[src/shared/mcpi_pkg.sv]
// Package: constants and types for the memory card pin interface
package mcpi_pkg;

  localparam int unsigned NUM_PORTS      = 2;
  localparam int unsigned DATA_W         = 4;
  localparam int unsigned CLK_DIV_W      = 8;
  localparam int unsigned SYNC_STAGES    = 2;

  // Status word layout, one pair of bits per socket
  localparam int unsigned STAT_PRESENT_BIT = 0;
  localparam int unsigned STAT_WPROT_BIT   = 1;
  localparam int unsigned STAT_BITS        = 2;
  localparam int unsigned STAT_W           = NUM_PORTS * STAT_BITS;

  localparam logic [STAT_W-1:0] STAT_RESET = 4'h0;

  // Card clock divider: half period minus one, in ref_clk cycles
  localparam logic [CLK_DIV_W-1:0] CLK_HALF_DEFAULT = 8'h04;

  typedef enum logic [1:0] {
    MCPI_IDLE = 2'b00,
    MCPI_MMC  = 2'b01,
    MCPI_WIDE = 2'b10
  } mcpi_mode_t;

  typedef enum logic [1:0] {
    MCPI_CARD_NONE = 2'b00,
    MCPI_CARD_MMC  = 2'b01,
    MCPI_CARD_SD   = 2'b10
  } mcpi_card_t;

endpackage : mcpi_pkg

[src/logic/mcpi_port.sv]
// One card socket: mode control, pin steering and socket sense
`timescale 1ns/1ps
module mcpi_port (
  input  wire logic                           ref_clk,
  input  wire logic                           rst,
  input  wire logic                           power_req,
  input  wire logic                           wide_req,
  input  wire logic                           id_valid,
  input  wire mcpi_pkg::mcpi_card_t           id_type,
  input  wire logic                           sel_active,
  input  wire logic [mcpi_pkg::CLK_DIV_W-1:0] clk_half,
  input  wire logic                           cmd_out,
  input  wire logic                           cmd_drive,
  output logic                                cmd_in,
  input  wire logic [mcpi_pkg::DATA_W-1:0]    data_out,
  input  wire logic                           data_drive,
  output logic [mcpi_pkg::DATA_W-1:0]         data_in,
  output logic                                wide_active,
  output logic                                present,
  output logic                                wprot,
  output logic                                card_clock_out,
  output logic                                card_power_enable,
  output logic                                card_cmd_line_o,
  output logic                                card_cmd_line_oe_n,
  input  wire logic                           card_cmd_line_i,
  output logic [mcpi_pkg::DATA_W-1:0]         card_data_bus_o,
  output logic [mcpi_pkg::DATA_W-1:0]         card_data_bus_oe_n,
  input  wire logic [mcpi_pkg::DATA_W-1:0]    card_data_bus_i,
  input  wire logic                           card_present_n,
  input  wire logic                           write_protect_sense
);

  // ----------------------------------------
  // Mode state
  // ----------------------------------------
  mcpi_pkg::mcpi_mode_t            mode_reg;
  mcpi_pkg::mcpi_mode_t            mode_next;
  mcpi_pkg::mcpi_card_t            card_reg;
  mcpi_pkg::mcpi_card_t            card_next;

  always_comb begin
    mode_next = mode_reg;
    card_next = card_reg;
    if (!present || !power_req) begin
      mode_next = mcpi_pkg::MCPI_IDLE;
      card_next = mcpi_pkg::MCPI_CARD_NONE;
    end else begin
      if (id_valid) begin
        card_next = id_type;
      end
      unique case (mode_reg)
        mcpi_pkg::MCPI_IDLE: begin
          mode_next = mcpi_pkg::MCPI_MMC;
        end
        mcpi_pkg::MCPI_MMC: begin
          if (wide_req && card_next == mcpi_pkg::MCPI_CARD_SD) begin
            mode_next = mcpi_pkg::MCPI_WIDE;
          end
        end
        mcpi_pkg::MCPI_WIDE: begin
          if (!wide_req || card_next != mcpi_pkg::MCPI_CARD_SD) begin
            mode_next = mcpi_pkg::MCPI_MMC;
          end
        end
        default: begin
          mode_next = mcpi_pkg::MCPI_IDLE;
        end
      endcase
    end
  end

  always_ff @(posedge ref_clk) begin
    if (rst) begin
      mode_reg <= mcpi_pkg::MCPI_IDLE;
      card_reg <= mcpi_pkg::MCPI_CARD_NONE;
    end else begin
      mode_reg <= mode_next;
      card_reg <= card_next;
    end
  end

  // ----------------------------------------
  // Card clock and socket sense
  // ----------------------------------------
  logic [mcpi_pkg::CLK_DIV_W-1:0]  div_reg;
  logic [mcpi_pkg::CLK_DIV_W-1:0]  div_next;
  logic                            cclk_reg;
  logic                            cclk_next;
  logic                            pres_reg;
  logic                            pres_next;
  logic                            wp_reg;
  logic                            wp_next;
  logic                            pwr_reg;
  logic                            pwr_next;

  always_comb begin
    div_next  = div_reg;
    cclk_next = 1'b0;
    if (mode_reg != mcpi_pkg::MCPI_IDLE) begin
      cclk_next = cclk_reg;
      if (div_reg >= clk_half) begin
        div_next  = '0;
        cclk_next = ~cclk_reg;
      end else begin
        div_next = div_reg + 8'h01;
      end
    end else begin
      div_next = '0;
    end
    pres_next = ~card_present_n;
    wp_next   = write_protect_sense;
    pwr_next  = power_req;
  end

  always_ff @(posedge ref_clk) begin
    if (rst) begin
      div_reg  <= '0;
      cclk_reg <= 1'b0;
      pres_reg <= 1'b0;
      wp_reg   <= 1'b0;
      pwr_reg  <= 1'b0;
    end else begin
      div_reg  <= div_next;
      cclk_reg <= cclk_next;
      pres_reg <= pres_next;
      wp_reg   <= wp_next;
      pwr_reg  <= pwr_next;
    end
  end

  // ----------------------------------------
  // Pin steering
  // ----------------------------------------
  always_comb begin
    wide_active        = (mode_reg == mcpi_pkg::MCPI_WIDE);
    present            = pres_reg;
    wprot              = wp_reg;
    card_clock_out     = cclk_reg;
    card_power_enable  = pwr_reg;
    card_cmd_line_o    = cmd_out;
    card_cmd_line_oe_n = ~(cmd_drive && mode_reg != mcpi_pkg::MCPI_IDLE);
    cmd_in             = card_cmd_line_i;
    card_data_bus_o    = '0;
    card_data_bus_oe_n = '1;
    data_in            = '0;
    unique case (mode_reg)
      mcpi_pkg::MCPI_WIDE: begin
        card_data_bus_o    = data_out;
        card_data_bus_oe_n = {mcpi_pkg::DATA_W{~data_drive}};
        data_in            = card_data_bus_i;
      end
      mcpi_pkg::MCPI_MMC: begin
        // Line 3 is chip select, line 0 sole data, 1 and 2 idle
        card_data_bus_o[3]    = ~sel_active;
        card_data_bus_oe_n[3] = 1'b0;
        card_data_bus_o[0]    = data_out[0];
        card_data_bus_oe_n[0] = ~data_drive;
        data_in[0]            = card_data_bus_i[0];
      end
      default: begin
      end
    endcase
  end

  // ----------------------------------------
  // Checks
  // ----------------------------------------
  a_wide_sd_only: assert property (@(posedge ref_clk) disable iff (rst)
    mode_reg == mcpi_pkg::MCPI_WIDE |-> card_reg == mcpi_pkg::MCPI_CARD_SD)
    else $error("wide mode without SD card");
  a_mmc_default: assert property (@(posedge ref_clk) disable iff (rst)
    mode_reg == mcpi_pkg::MCPI_IDLE && present && power_req
    |=> mode_reg == mcpi_pkg::MCPI_MMC)
    else $error("card not started in MMC mode");
  a_mmc_lines_idle: assert property (@(posedge ref_clk) disable iff (rst)
    mode_reg == mcpi_pkg::MCPI_MMC |-> card_data_bus_oe_n[2:1] == 2'h3
    && card_data_bus_oe_n[3] == 1'b0 && card_data_bus_o[3] == !sel_active)
    else $error("MMC line use wrong");
  a_present_low: assert property (@(posedge ref_clk) disable iff (rst)
    ##1 present == !$past(card_present_n))
    else $error("presence not active low");
  a_wprot_follow: assert property (@(posedge ref_clk) disable iff (rst)
    ##1 wprot == $past(write_protect_sense))
    else $error("write protect not followed");
  a_power_follow: assert property (@(posedge ref_clk) disable iff (rst)
    $rose(power_req) |=> card_power_enable)
    else $error("power enable late");
  a_mmc_stays: assert property (@(posedge ref_clk) disable iff (rst)
    card_reg == mcpi_pkg::MCPI_CARD_MMC && mode_reg == mcpi_pkg::MCPI_MMC
    && !id_valid |=> mode_reg != mcpi_pkg::MCPI_WIDE)
    else $error("MMC card left single line mode");
  a_clock_idle: assert property (@(posedge ref_clk) disable iff (rst)
    mode_reg == mcpi_pkg::MCPI_IDLE [*2] |-> !card_clock_out)
    else $error("card clock runs with no card");

endmodule // mcpi_port

[src/logic/mcpi_top.sv]
// Top: two card sockets and their shared status word
//
// Contract
// Two independent sockets, each MMC or SD
// New cards start in MMC mode
// Four-bit mode only for SD cards
// MMC: line 3 select, line 0 data
// Card presence input is active low
// Socket switches give presence and write protect
// Presence levels readable in status word
// Write-protect levels readable in same word
// Power enable switches card supply
// Host drives clock, command goes both ways
// Wide mode only after SD identified
`timescale 1ns/1ps
module mcpi_top (
  input  wire logic                                 ref_clk,
  input  wire logic                                 rst,
  input  wire logic [mcpi_pkg::NUM_PORTS-1:0]       power_req,
  input  wire logic [mcpi_pkg::NUM_PORTS-1:0]       wide_req,
  input  wire logic [mcpi_pkg::NUM_PORTS-1:0]       id_valid,
  input  wire logic [2*mcpi_pkg::NUM_PORTS-1:0]     id_type,
  input  wire logic [mcpi_pkg::NUM_PORTS-1:0]       sel_active,
  input  wire logic [mcpi_pkg::CLK_DIV_W-1:0]       clk_half,
  input  wire logic [mcpi_pkg::NUM_PORTS-1:0]       cmd_out,
  input  wire logic [mcpi_pkg::NUM_PORTS-1:0]       cmd_drive,
  output logic [mcpi_pkg::NUM_PORTS-1:0]            cmd_in,
  input  wire logic [mcpi_pkg::NUM_PORTS*4-1:0]     data_out,
  input  wire logic [mcpi_pkg::NUM_PORTS-1:0]       data_drive,
  output logic [mcpi_pkg::NUM_PORTS*4-1:0]          data_in,
  output logic [mcpi_pkg::NUM_PORTS-1:0]            wide_active,
  output logic [mcpi_pkg::STAT_W-1:0]               sys_card_status_reg,
  output logic [mcpi_pkg::NUM_PORTS-1:0]            card_clock_out,
  output logic [mcpi_pkg::NUM_PORTS-1:0]            card_power_enable,
  output logic [mcpi_pkg::NUM_PORTS-1:0]            card_cmd_line_o,
  output logic [mcpi_pkg::NUM_PORTS-1:0]            card_cmd_line_oe_n,
  input  wire logic [mcpi_pkg::NUM_PORTS-1:0]       card_cmd_line_i,
  output logic [mcpi_pkg::NUM_PORTS*4-1:0]          card_data_bus_o,
  output logic [mcpi_pkg::NUM_PORTS*4-1:0]          card_data_bus_oe_n,
  input  wire logic [mcpi_pkg::NUM_PORTS*4-1:0]     card_data_bus_i,
  input  wire logic [mcpi_pkg::NUM_PORTS-1:0]       card_present_n,
  input  wire logic [mcpi_pkg::NUM_PORTS-1:0]       write_protect_sense
);

  logic [mcpi_pkg::NUM_PORTS-1:0] present;
  logic [mcpi_pkg::NUM_PORTS-1:0] wprot;
  logic [mcpi_pkg::STAT_W-1:0]    stat_reg;
  logic [mcpi_pkg::STAT_W-1:0]    stat_next;

  // ----------------------------------------
  // Sockets
  // ----------------------------------------
  for (genvar i = 0; i < mcpi_pkg::NUM_PORTS; i++) begin : g_port
    mcpi_port u_port (
      .ref_clk             (ref_clk),
      .rst                 (rst),
      .power_req           (power_req[i]),
      .wide_req            (wide_req[i]),
      .id_valid            (id_valid[i]),
      .id_type             (mcpi_pkg::mcpi_card_t'(id_type[2*i +: 2])),
      .sel_active          (sel_active[i]),
      .clk_half            (clk_half),
      .cmd_out             (cmd_out[i]),
      .cmd_drive           (cmd_drive[i]),
      .cmd_in              (cmd_in[i]),
      .data_out            (data_out[4*i +: 4]),
      .data_drive          (data_drive[i]),
      .data_in             (data_in[4*i +: 4]),
      .wide_active         (wide_active[i]),
      .present             (present[i]),
      .wprot               (wprot[i]),
      .card_clock_out      (card_clock_out[i]),
      .card_power_enable   (card_power_enable[i]),
      .card_cmd_line_o     (card_cmd_line_o[i]),
      .card_cmd_line_oe_n  (card_cmd_line_oe_n[i]),
      .card_cmd_line_i     (card_cmd_line_i[i]),
      .card_data_bus_o     (card_data_bus_o[4*i +: 4]),
      .card_data_bus_oe_n  (card_data_bus_oe_n[4*i +: 4]),
      .card_data_bus_i     (card_data_bus_i[4*i +: 4]),
      .card_present_n      (card_present_n[i]),
      .write_protect_sense (write_protect_sense[i])
    );
  end

  // ----------------------------------------
  // Status word
  // ----------------------------------------
  always_comb begin
    stat_next = '0;
    for (int j = 0; j < mcpi_pkg::NUM_PORTS; j++) begin
      stat_next[j*mcpi_pkg::STAT_BITS + mcpi_pkg::STAT_PRESENT_BIT]
        = present[j];
      stat_next[j*mcpi_pkg::STAT_BITS + mcpi_pkg::STAT_WPROT_BIT]
        = wprot[j];
    end
  end

  always_ff @(posedge ref_clk) begin
    if (rst) begin
      stat_reg <= mcpi_pkg::STAT_RESET;
    end else begin
      stat_reg <= stat_next;
    end
  end

  assign sys_card_status_reg = stat_reg;

  a_stat_present: assert property (@(posedge ref_clk) disable iff (rst)
    ##2 sys_card_status_reg[0] == !$past(card_present_n[0], 2))
    else $error("status presence wrong");
  a_stat_wprot: assert property (@(posedge ref_clk) disable iff (rst)
    ##2 sys_card_status_reg[3] == $past(write_protect_sense[1], 2))
    else $error("status write protect wrong");

endmodule // mcpi_top

[config.mk]
export PLATFORM = sky130hd
export DESIGN_NAME = mcpi_top
export DESIGN_NICKNAME = d
export VERILOG_FILES = /design/src/shared/mcpi_pkg.sv /design/src/logic/mcpi_port.sv /design/src/logic/mcpi_top.sv
export SDC_FILE = /design/constraint.sdc
export NUM_CORES = 1
export LEC_CHECK = 0
export BUFFER_PORTS_ARGS = -buffer_cell sky130_fd_sc_hd__buf_2
export CAP_MARGIN = 25
export CORE_ASPECT_RATIO = 0.6
export CORE_MARGIN = 4
export CORE_UTILIZATION = 51
export DETAILED_ROUTE_END_ITERATION = 8
export PLACE_DENSITY_LB_ADDON = 0.08
export SLEW_MARGIN = 20
export SYNTH_ARGS = -nofsm -noshare
export SYNTH_HDL_FRONTEND = slang
export SYNTH_SLANG_ARGS = --single-unit
[constraint.sdc]
create_clock -name ref_clk -period 3.65 [get_ports ref_clk]
set_input_delay 0 -clock ref_clk [delete_from_list [all_inputs] [get_ports ref_clk]]
set_output_delay 0 -clock ref_clk [all_outputs]
set_load 0.01 [all_outputs]
==> impl_metrics.yaml, run 1 <==
setup_path:
  worst_setup_path_end_kind: "flop"
  critPathMaxStageDelay_ns: 0.56
  r2r_setup_slack_ns: 1.89
  criticalPathCategory: "reg -> reg"
  slowest_stage: "o211ai_1"
  crit_chain: "ha_1, and4_1, o21ai_0, o211ai_1, nor2_1"
  crit_arrival_ns: 1.90
  path_max_fanout: 8
  start_kind: "flop"
  crit_buf_inv: 0
  critPathRequiredTime_ns: 3.79
  critical-path-top-delay-family: "compound AO/OA/AOI/OAI gates"
outcome:
  status: "finished clean"
synthesis:
  synth_edf_count: 0
  ys_seq_elements: 36
  ys_seq_area_frac: 0.348
  synth.largest_area_cell: "dfxtp_1"
  synth_cell_type_count: 31
  synthCells: 231
  synth_mux_area_frac: 0.0435
  syn_nets: 305
  synthArstFlopShare: 0
  synth-simple-area-share: 0.229
  yosysMostFrequentCell: "dfxtp_1"
  synth_flop_cell: "dfxtp_1"
  synth_top_family_by_area: "simple AND/OR/NAND/NOR gates"
  synth_area_um2: 2070
  synth_area_leaders: "dfxtp_1 (35%), ha_1 (14%), buf_4 (5.1%)"
  yosysWarnings: 0
  synth_commonest_cells: "dfxtp_1 (36), ha_1 (24), nor2_1 (24)"
  synth_top_area_share: 0.348
  synthAdderAreaFrac: 0.145
  synth_compound_area_frac: 0.100
  syn_avg_cell_area_um2: 8.97
  synth_xor_area_frac: 0.0507
grt:
  grt_use_met2: 0.282
  grt_pass1_vias: 1701
  grt.total_usage: 0.175
  grt_overflow: 0
  grt_pass1_wl_um: 7500
  grt_max_degree: 15
  grtUsageMet1: 0.219
  busiest_layer: "met2"
  use_met3: 0.0646
  antenna_found_initial: 0
power:
  ir_worst_vdd_uv: 208
  p_per_area_nw_per_um2: 296
  leakage_uw: 0.00127
layout:
  largest_reg_flops: 16
  synthToLayoutAreaGrowth_pct: 26.3
  fillers: 330
  drive_above_1_share: 0.308
  diodes: 0
  postLayoutCoreUtil: 0.691
  layout.nets: 386
  fin_cells: 359
placed_design:
  io_buffers: 81
  dpl.hpwl_um: 3570
  dp.cells: 342
  gp_congestion: 0.815
sta:
  setup_tns_ns: 0
  fin_crit_sh: 0.481
  fmax_mhz: 570
  hold_viol: 0
  worst_slew_pin_slew_ns: 0.644
  drv_slew: 0
  finalSetupViolCount: 0
  period_needed_ns: 1.76
  rsz0062_at_grt: "no"
  finClkSkew_ns: 0.00344
  slew_headroom: 0.569
drt:
  drt_iter0_markers: 41
  via_per_inst: 4.80
  wl_um: 4420
  drtPass1Iterations: 4
  via_count: 1723
  route.detailed.drc: 0
  wl_per_cell_um: 12.3
  ant_nets: 0
clocking:
  clkTransAtPathRegs_ns: 0.06
  ctsResizeCount: 0
  cts.sinks: 36
  clock_latency_ns: 0.28
  root_buffer: "clkbuf_8"
  cts_tree: "built"
  postCtsSetupBuffers: 0
  clk_path_buf_depth: 2
  htree_num_levels: 2
  numCtsBuffers: 5
floorplan:
  core_area_um2: 3790
  row_count: 17
  dieArea_um2: 5180
  initial_core_util: 0.547
  io_pins: 90
  die-width_um: 90.3
  fp.dieH_um: 57.4
worst_hold_path:
  min_path_type: "in -> out"
run:
  maxCapViolCount: 0
-- cell usage in the layout (no fill, tap or decap), types with 3 or more instances in the layout --
cell type and count:
xor2_1 9, ha_1 24, mux2i_1 6, nor2b_1 8
buf_2 81, nand2b_1 8, and3_1 4, o21ai_0 4
dlygate4sd3_1 10, dfxtp_1 36, a21oi_1 4, xnor2_1 3
clkbuf_8 7, inv_1 15, nand2_1 14, nand3_1 9
and2_1 16, nor2_1 24, a211o_1 4
-- kinds of logic (layout without fill, tap and decap cells) --
family                     after synthesis  count (layout)
and+or+nand+nor                         91              91
xor gates and xnor gates                12              12
muxes                                    8               8
DFF                                     36              36
AOI/OAI and AO/OA                       28              28
adders and majority gates               24              24
buffers and inverters                   32             113
-- final timing paths --
check | from | to | cells after the start
hold reg to reg | g_port[0].u_port.wprot$_SDFF_PP0_ | sys_card_status_reg[1]$_SDFF_PP0_ | 1
setup / recovery | g_port[1].u_port.div_reg[5]$_SDFF_PP0_ | g_port[1].u_port.div_reg[7]$_SDFF_PP0_ | 5
setup reg to reg | g_port[1].u_port.div_reg[5]$_SDFF_PP0_ | g_port[1].u_port.div_reg[7]$_SDFF_PP0_ | 5
hold / removal | cmd_out[1] | card_cmd_line_o[1] | 0
-- final cells by class --
cell class	count	area, um2	area share
Multi-Input combinational cell	163	1180	0.451
Clock buffer	7	96.3	0.0368
Timing Repair Buffer	91	505	0.193
Tap cell	47	58.8	0.0225
Inverter	15	56.3	0.0215
Sequential cell	36	721	0.275
-- metal layers --
layer  wire length (um)  share of wire
met5                  0              0
met4                 53          0.012
met3                247          0.056
met2               1940           0.44
met1               2180           0.49
-- report_power, final --
group / switching, uW / internal [uW]
clock network: 128 / 168
registers: 2.50 / 400
logic: 34.0 / 43.5
-- what timing repair did --
action | 4_1_cts | 5_1_grt
endpoints found under the hold margin | 10 | 0
setup endpoints to repair | 0 | 0
hold buffers | 10 | 0
-- per-stage QoR --
stage,setup slack [ns],instance area (um2),hold slack (ns),total power [uW]
floorplan,2.17,2070,0.0661,449
detailed placement,1.92,2420,0.000119,480
global route,1.75,2620,0.0000161,818
CTS,1.90,2620,0.000119,786
finish,1.89,2620,0.00000443,775
global placement,1.97,2420,0.000119,478
No activity file was read; power rests on OpenSTA's default activity.
==> run 2: changes to the inputs <==
--- a/config.mk
+++ b/config.mk
@@ -9,7 +9,7 @@
 export CAP_MARGIN = 25
 export CORE_ASPECT_RATIO = 0.6
 export CORE_MARGIN = 4
-export CORE_UTILIZATION = 51
+export CORE_UTILIZATION = 47
 export DETAILED_ROUTE_END_ITERATION = 8
 export PLACE_DENSITY_LB_ADDON = 0.08
 export SLEW_MARGIN = 20
==> constraint.sdc (replaced) <==
create_clock -name ref_clk -period 1.78 [get_ports ref_clk]
set_input_delay 0 -clock ref_clk [delete_from_list [all_inputs] [get_ports ref_clk]]
set_output_delay 0 -clock ref_clk [all_outputs]
set_load 0.01 [all_outputs]
==> run 2 against run 1 <==
Combinational power rose by 110%. Largest power group unchanged. Global-route usage shrank 2.1 points. Routed wire length decreased by 1.6%. Largest cell class unchanged. Critical path type unchanged.
==> impl_metrics.yaml, run 2 (synthesized netlist as in run 1, its figures left out) <==
outcome:
  status: "finished clean"
floorplan:
  io_pins: 90
  fp.dieH_um: 59.4
  die-width_um: 93.7
  initial_core_util: 0.495
  dieArea_um2: 5570
  row_count: 18
  core_area_um2: 4190
setup_path:
  path_max_fanout: 8
  r2r_start: "g_port[1].u_port.div_reg[2]$_SDFF_PP0_"
  critPathMaxStageDelay_ns: 0.42
  crit_cells: 6
  critPathRequiredTime_ns: 2.00
  crit_arrival_ns: 1.87
  reg2reg_depth: 6
  critical-path-top-delay-family: "compound AO/OA/AOI/OAI gates"
  crit_buf_inv: 1
  start_kind: "flop"
  worstReg2RegEnd: "g_port[1].u_port.div_reg[7]$_SDFF_PP0_"
  crit_chain: "ha_1, a211o_1, a31oi_1, o211ai_1, buf_4, nor2_1"
  criticalPathCategory: "reg -> reg"
  slowest_stage: "dfxtp_1"
  r2r_setup_slack_ns: 0.12
  worst_setup_path_end_kind: "flop"
drt:
  route.detailed.drc: 0
  via_count: 1722
  ant_nets: 0
  wl_per_cell_um: 11.5
  wl_um: 4350
  via_per_inst: 4.56
  drt_iter0_markers: 33
  drtPass1Iterations: 4
power:
  finalPower_uw: 1510
  power_frac_comb: 0.106
  ir_worst_vdd_uv: 536
  p_int_uw: 1170
  switching_power_uw: 339
  clkPwrFrac: 0.350
  p_sw_frac: 0.224
  p_per_area_nw_per_um2: 568
  pwr-share-seq: 0.544
  leakage_uw: 0.00129
layout:
  most-common-layout-cells: "buf_2 (81), dfxtp_1 (36), nor2_1 (24), ha_1 (24), and2_1 (16)"
  postLayoutCoreUtil: 0.636
  fillers: 390
  final_common_cell: "buf_2"
  layout.nets: 392
  diodes: 0
  largest_reg_flops: 16
  fin_cells: 378
  drive_above_1_share: 0.321
  finalInstanceArea_um2: 2660
  synthToLayoutAreaGrowth_pct: 28.5
worst_hold_path:
  hold-path-cell-count: 0
  min-delay-start: "card_cmd_line_i[1]"
  min_path_type: "in -> out"
  holdPathEnd: "cmd_in[1]"
clocking:
  numCtsBuffers: 5
  clock_latency_ns: 0.28
  htree_num_levels: 2
  cts.sinks: 36
  clkTransAtPathRegs_ns: 0.07
  clk_path_buf_depth: 2
  cts_tree: "built"
  root_buffer: "clkbuf_8"
grt:
  grt.total_usage: 0.154
  grt_pass1_vias: 1493
  grt_pass1_wl_um: 6770
  grt_max_degree: 15
  grt_overflow: 0
  antenna_found_initial: 0
placed_design:
  io_buffers: 81
  dpl.hpwl_um: 3590
  gp_congestion: 0.721
  dp.cells: 360
  place_area_um2: 2470
sta:
  worst_slew_pin_slew_ns: 0.350
  finalSetupViolCount: 0
  drv_slew: 0
  finClkSkew_ns: 0.00452
  period_needed_ns: 1.66
  fin_crit_sh: 0.931
  hold_viol: 0
  fin_worst_hold_slack_ns: 0.00000392
  fmax_mhz: 603
  slew_headroom: 0.766
run:
  maxCapViolCount: 0
## run 2: worst register-to-register path: cells and delay by family (launching register included)
kind                       cells  cell delay (ns)
adders and majority gates      1             0.28
DFF                            1             0.42
AOI/OAI and AO/OA              3             0.63
and+or+nand+nor                1             0.09
buffers and inverters          1             0.18
## run 2: power by group through the flow
| stage | logic [uW] | registers (uW) | clock network, uW |
|---|---|---|---|
| floorplan | 78.0 | 843 | 0 |
| global placement | 140 | 842 | 0 |
| detailed placement | 144 | 841 | 0 |
| CTS | 161 | 823 | 548 |
| global route | 180 | 824 | 590 |
| finish | 160 | 823 | 530 |
## run 2: area by class of cell
| class | instances | area (um2) | share of cell area |
|---|---|---|---|
| tap | 60 | 75.1 | 0.0282 |
| timing repair buffer | 97 | 551 | 0.207 |
| sequential | 36 | 721 | 0.271 |
| clock buffer | 5 | 68.8 | 0.0258 |
| clock inverter | 2 | 12.5 | 0.00470 |
| multi-input combinational | 163 | 1180 | 0.443 |
| inverter | 15 | 56.3 | 0.0211 |
## run 2: stage by stage
stage	setup TNS [ns]	setup slack, ns
global route	-0.0106	-0.0106
detailed placement	0	0.0872
global placement	0	0.102
CTS	0	0.0708
finish	0	0.122
floorplan	0	0.300
## run 2: worst max path at each step
stage,start,to,slack [ns]
2_1_floorplan,g_port[1].u_port.div_reg[5]$_SDFF_PP0_,g_port[1].u_port.div_reg[2]$_SDFF_PP0_,0.30
5_1_grt,g_port[1].u_port.div_reg[2]$_SDFF_PP0_,g_port[1].u_port.div_reg[6]$_SDFF_PP0_,-0.01
3_3_place_gp,g_port[1].u_port.div_reg[7]$_SDFF_PP0_,g_port[1].u_port.div_reg[7]$_SDFF_PP0_,0.10
3_5_place_dp,g_port[1].u_port.div_reg[2]$_SDFF_PP0_,g_port[1].u_port.div_reg[1]$_SDFF_PP0_,0.09
4_1_cts,g_port[1].u_port.div_reg[2]$_SDFF_PP0_,g_port[1].u_port.div_reg[1]$_SDFF_PP0_,0.07
6_report,g_port[1].u_port.div_reg[2]$_SDFF_PP0_,g_port[1].u_port.div_reg[7]$_SDFF_PP0_,0.12
## run 2: repair_timing
item	4_1_cts	5_1_grt
hold buffers	10	0
endpoints found under the hold margin	10	0
resized for setup	0	0
setup endpoints to repair	0	8
setup buffers	0	1
## run 2: routing by layer
metal | share of wire | wire, um | track usage | vias to the layer above
li1 | - | - | - | 930
met1 | 0.50 | 2190 | 0.215 | 756
met2 | 0.44 | 1910 | 0.235 | 30
met3 | 0.049 | 215 | 0.0482 | 6
met4 | 0.0069 | 30 | 0.0329 | 0
met5 | 0 | 0 | 0 | -
==> run 3: changes to the inputs <==
--- a/config.mk
+++ b/config.mk
@@ -5,12 +5,14 @@
 export SDC_FILE = /design/constraint.sdc
 export NUM_CORES = 1
 export LEC_CHECK = 0
+export ABC_AREA = 1
 export BUFFER_PORTS_ARGS = -buffer_cell sky130_fd_sc_hd__buf_2
 export CAP_MARGIN = 25
 export CORE_ASPECT_RATIO = 0.6
 export CORE_MARGIN = 4
-export CORE_UTILIZATION = 47
+export CORE_UTILIZATION = 48
 export DETAILED_ROUTE_END_ITERATION = 8
+export GPL_ROUTABILITY_DRIVEN = 1
 export PLACE_DENSITY_LB_ADDON = 0.08
 export SLEW_MARGIN = 20
 export SYNTH_ARGS = -nofsm -noshare
==> constraint.sdc (replaced) <==
create_clock -name ref_clk -period 1.7 [get_ports ref_clk]
set_input_delay 0 -clock ref_clk [delete_from_list [all_inputs] [get_ports ref_clk]]
set_output_delay 0 -clock ref_clk [all_outputs]
set_load 0.01 [all_outputs]
==> run 3 against run 2 <==
Via count rose by 17%. Sequential cell count did not move. Critical path type is now reg -> out. Setup slack improved by 0.060 ns. Non-clock buffer count fell by 6. Combinational power rose by 12%. Clock power rose by 19%. Synthesized cell count rose by 39%. Clock skew rose by 0.0024 ns.
==> impl_metrics.yaml, run 3 <==
floorplan:
  die-width_um: 95.7
  row_count: 18
  io_pins: 90
  dieArea_um2: 5800
  initial_core_util: 0.518
  fp.dieH_um: 60.6
  core_area_um2: 4280
clocking:
  cts.sinks: 36
  clock_latency_ns: 0.29
  clkTransAtPathRegs_ns: 0.07
  htree_num_levels: 2
  root_buffer: "clkbuf_8"
  numCtsBuffers: 5
  cts_tree: "built"
  clk_path_buf_depth: 2
layout:
  fillers: 414
  most-common-layout-cells: "buf_2 (81), nand2_1 (74), inv_1 (64)"
  diodes: 0
  synthToLayoutAreaGrowth_pct: 25.0
  drive_above_1_share: 0.254
  final_common_cell: "buf_2"
  layout.nets: 475
  largest_reg_flops: 16
  fin_cells: 462
  postLayoutCoreUtil: 0.647
grt:
  grt.total_usage: 0.172
  grt_overflow: 0
  grt_pass1_wl_um: 7660
  grt_max_degree: 14
  grt_pass1_vias: 1746
  antenna_found_initial: 0
drt:
  via_per_inst: 4.37
  wl_um: 4850
  ant_nets: 0
  drt_iter0_markers: 56
  wl_per_cell_um: 10.5
  route.detailed.drc: 0
  via_count: 2019
  drtPass1Iterations: 4
synthesis:
  synth_cell_type_count: 20
  syn_nets: 394
  synth.largest_area_cell: "dfxtp_1"
  synth_area_leaders: "dfxtp_1 (33%), ha_1 (14%), nand2_1 (13%)"
  synthCells: 320
  yosysWarnings: 0
  synth_edf_count: 0
  synth_top_area_share: 0.325
  ys_seq_area_frac: 0.325
  synthArstFlopShare: 0
  yosysMostFrequentCell: "nand2_1"
  syn_avg_cell_area_um2: 6.92
  synth_commonest_cells: "nand2_1 (74), inv_1 (64), nor2_1 (47)"
  ys_seq_elements: 36
  synth_flop_cell: "dfxtp_1"
  synth_area_um2: 2220
sta:
  finalSetupViolCount: 0
  worst_slack_ns: 0.182
  slew_headroom: 0.717
  rsz0062_at_grt: "no"
  finClkSkew_ns: 0.00692
  fin_worst_hold_slack_ns: 0.00000443
  fin_crit_sh: 0.893
  drv_slew: 0
  worst_slew_pin_slew_ns: 0.425
  period_needed_ns: 1.52
  setup_tns_ns: 0
  fmax_mhz: 659
  hold_viol: 0
placed_design:
  io_buffers: 81
  dp.cells: 444
  dpl.hpwl_um: 3930
  gp_congestion: 0.767
  dpl_worst_slack_ns: 0.247
setup_path:
  slowest_stage: "ha_1"
  criticalPathCategory: "reg -> out"
  path_max_fanout: 13
  critical-path-top-delay-family: "adder cells"
  start_kind: "flop"
  worst_setup_path_end_kind: "primary output"
  critPathRequiredTime_ns: 1.70
  crit_arrival_ns: 1.52
  critPathMaxStageDelay_ns: 0.42
  crit_chain: "inv_1, ha_1, nor2_1, a21oi_1, buf_2"
  crit_buf_inv: 2
power:
  ir_worst_vdd_uv: 456
  leakage_uw: 0.00153
  p_per_area_nw_per_um2: 604
run:
  maxCapViolCount: 0
outcome:
  status: "finished clean"
worst_hold_path:
  min_path_type: "in -> out"
[run 3: cell types whose count changed after synthesis, moves of 8 or more]
cell,change
a21oi_1,+10
nor2_1,+23
and2_1,-16
nand2b_1,-8
inv_1,+49
nand2_1,+60
nor2b_1,-8
[run 3: worst paths after layout]
path / from / endpoint / slack (ns) / depth (start not counted)
hold reg to reg: g_port[1].u_port.wprot$_SDFF_PP0_ / sys_card_status_reg[3]$_SDFF_PP0_ / 0.40 / 2
setup / recovery: g_port[0].u_port.mode_reg[0]$_SDFFE_PP0P_ / card_data_bus_oe_n[3] / 0.18 / 5
setup reg to reg: g_port[1].u_port.div_reg[2]$_SDFF_PP0_ / g_port[1].u_port.div_reg[4]$_SDFF_PP0_ / 0.23 / 8
hold / removal: cmd_out[0] / card_cmd_line_o[0] / 0.000004 / 0
[run 3: report_power, final]
| part | switching [uW] | internal [uW] |
|---|---|---|
| Clock | 306 | 323 |
| Sequential | 5.34 | 858 |
| Combinational | 90.3 | 89.7 |
[run 3: final cells by class]
class,count,area [um2],share of cell area
clock buffers,6,82.6,0.0298
repair buffers,91,505,0.183
clock inverters,2,10.0,0.00361
well taps,60,75.1,0.0271
flip-flops and latches,36,721,0.260
multi-input cells,203,1130,0.410
inverters,64,240,0.0868
[run 3: worst register-to-register path, stage by stage (launching register included)]
cell and delay [ns]:
dfxtp_1 0.43, ha_1 0.26, nand2_1 0.08, nor2_1 0.05
nor2_1 0.09, nand2_1 0.05, nand2_1 0.11, nand3_2 0.18
a21oi_1 0.16
[run 3: kinds of logic (layout without fill, tap and decap cells)]
group / count (synthesis) / count (layout) / synth area share
and+or+nand+nor: 151 / 151 / 0.292
DFF: 36 / 36 / 0.325
xor gates and xnor gates: 9 / 9 / 0.0356
adders and majority gates: 24 / 24 / 0.136
buffers and inverters: 81 / 163 / 0.163
AOI/OAI and AO/OA: 19 / 19 / 0.0491
[run 3: timing repair]
item | 4_1_cts | 5_1_grt
hold buffers | 10 | 0
buffers inserted | 0 | 0
resized for setup | 0 | 0
endpoints found under the hold margin | 8 | 0
[run 3: stage by stage]
stage | total power (uW) | instance area, um2
after global placement | 1040 | 2580
after detailed placement | 1050 | 2580
final | 1670 | 2770
after CTS | 1690 | 2770
after floorplan | 977 | 2220
after global routing | 1770 | 2770
[run 3: layer usage]
metal  up-vias  GRT usage  wire [um]
li1       1119          -          -
met4         0     0.0547         48
met3         6     0.0508        255
met1       861      0.235       2370
met2        33      0.265       2180
met5         -          0          0
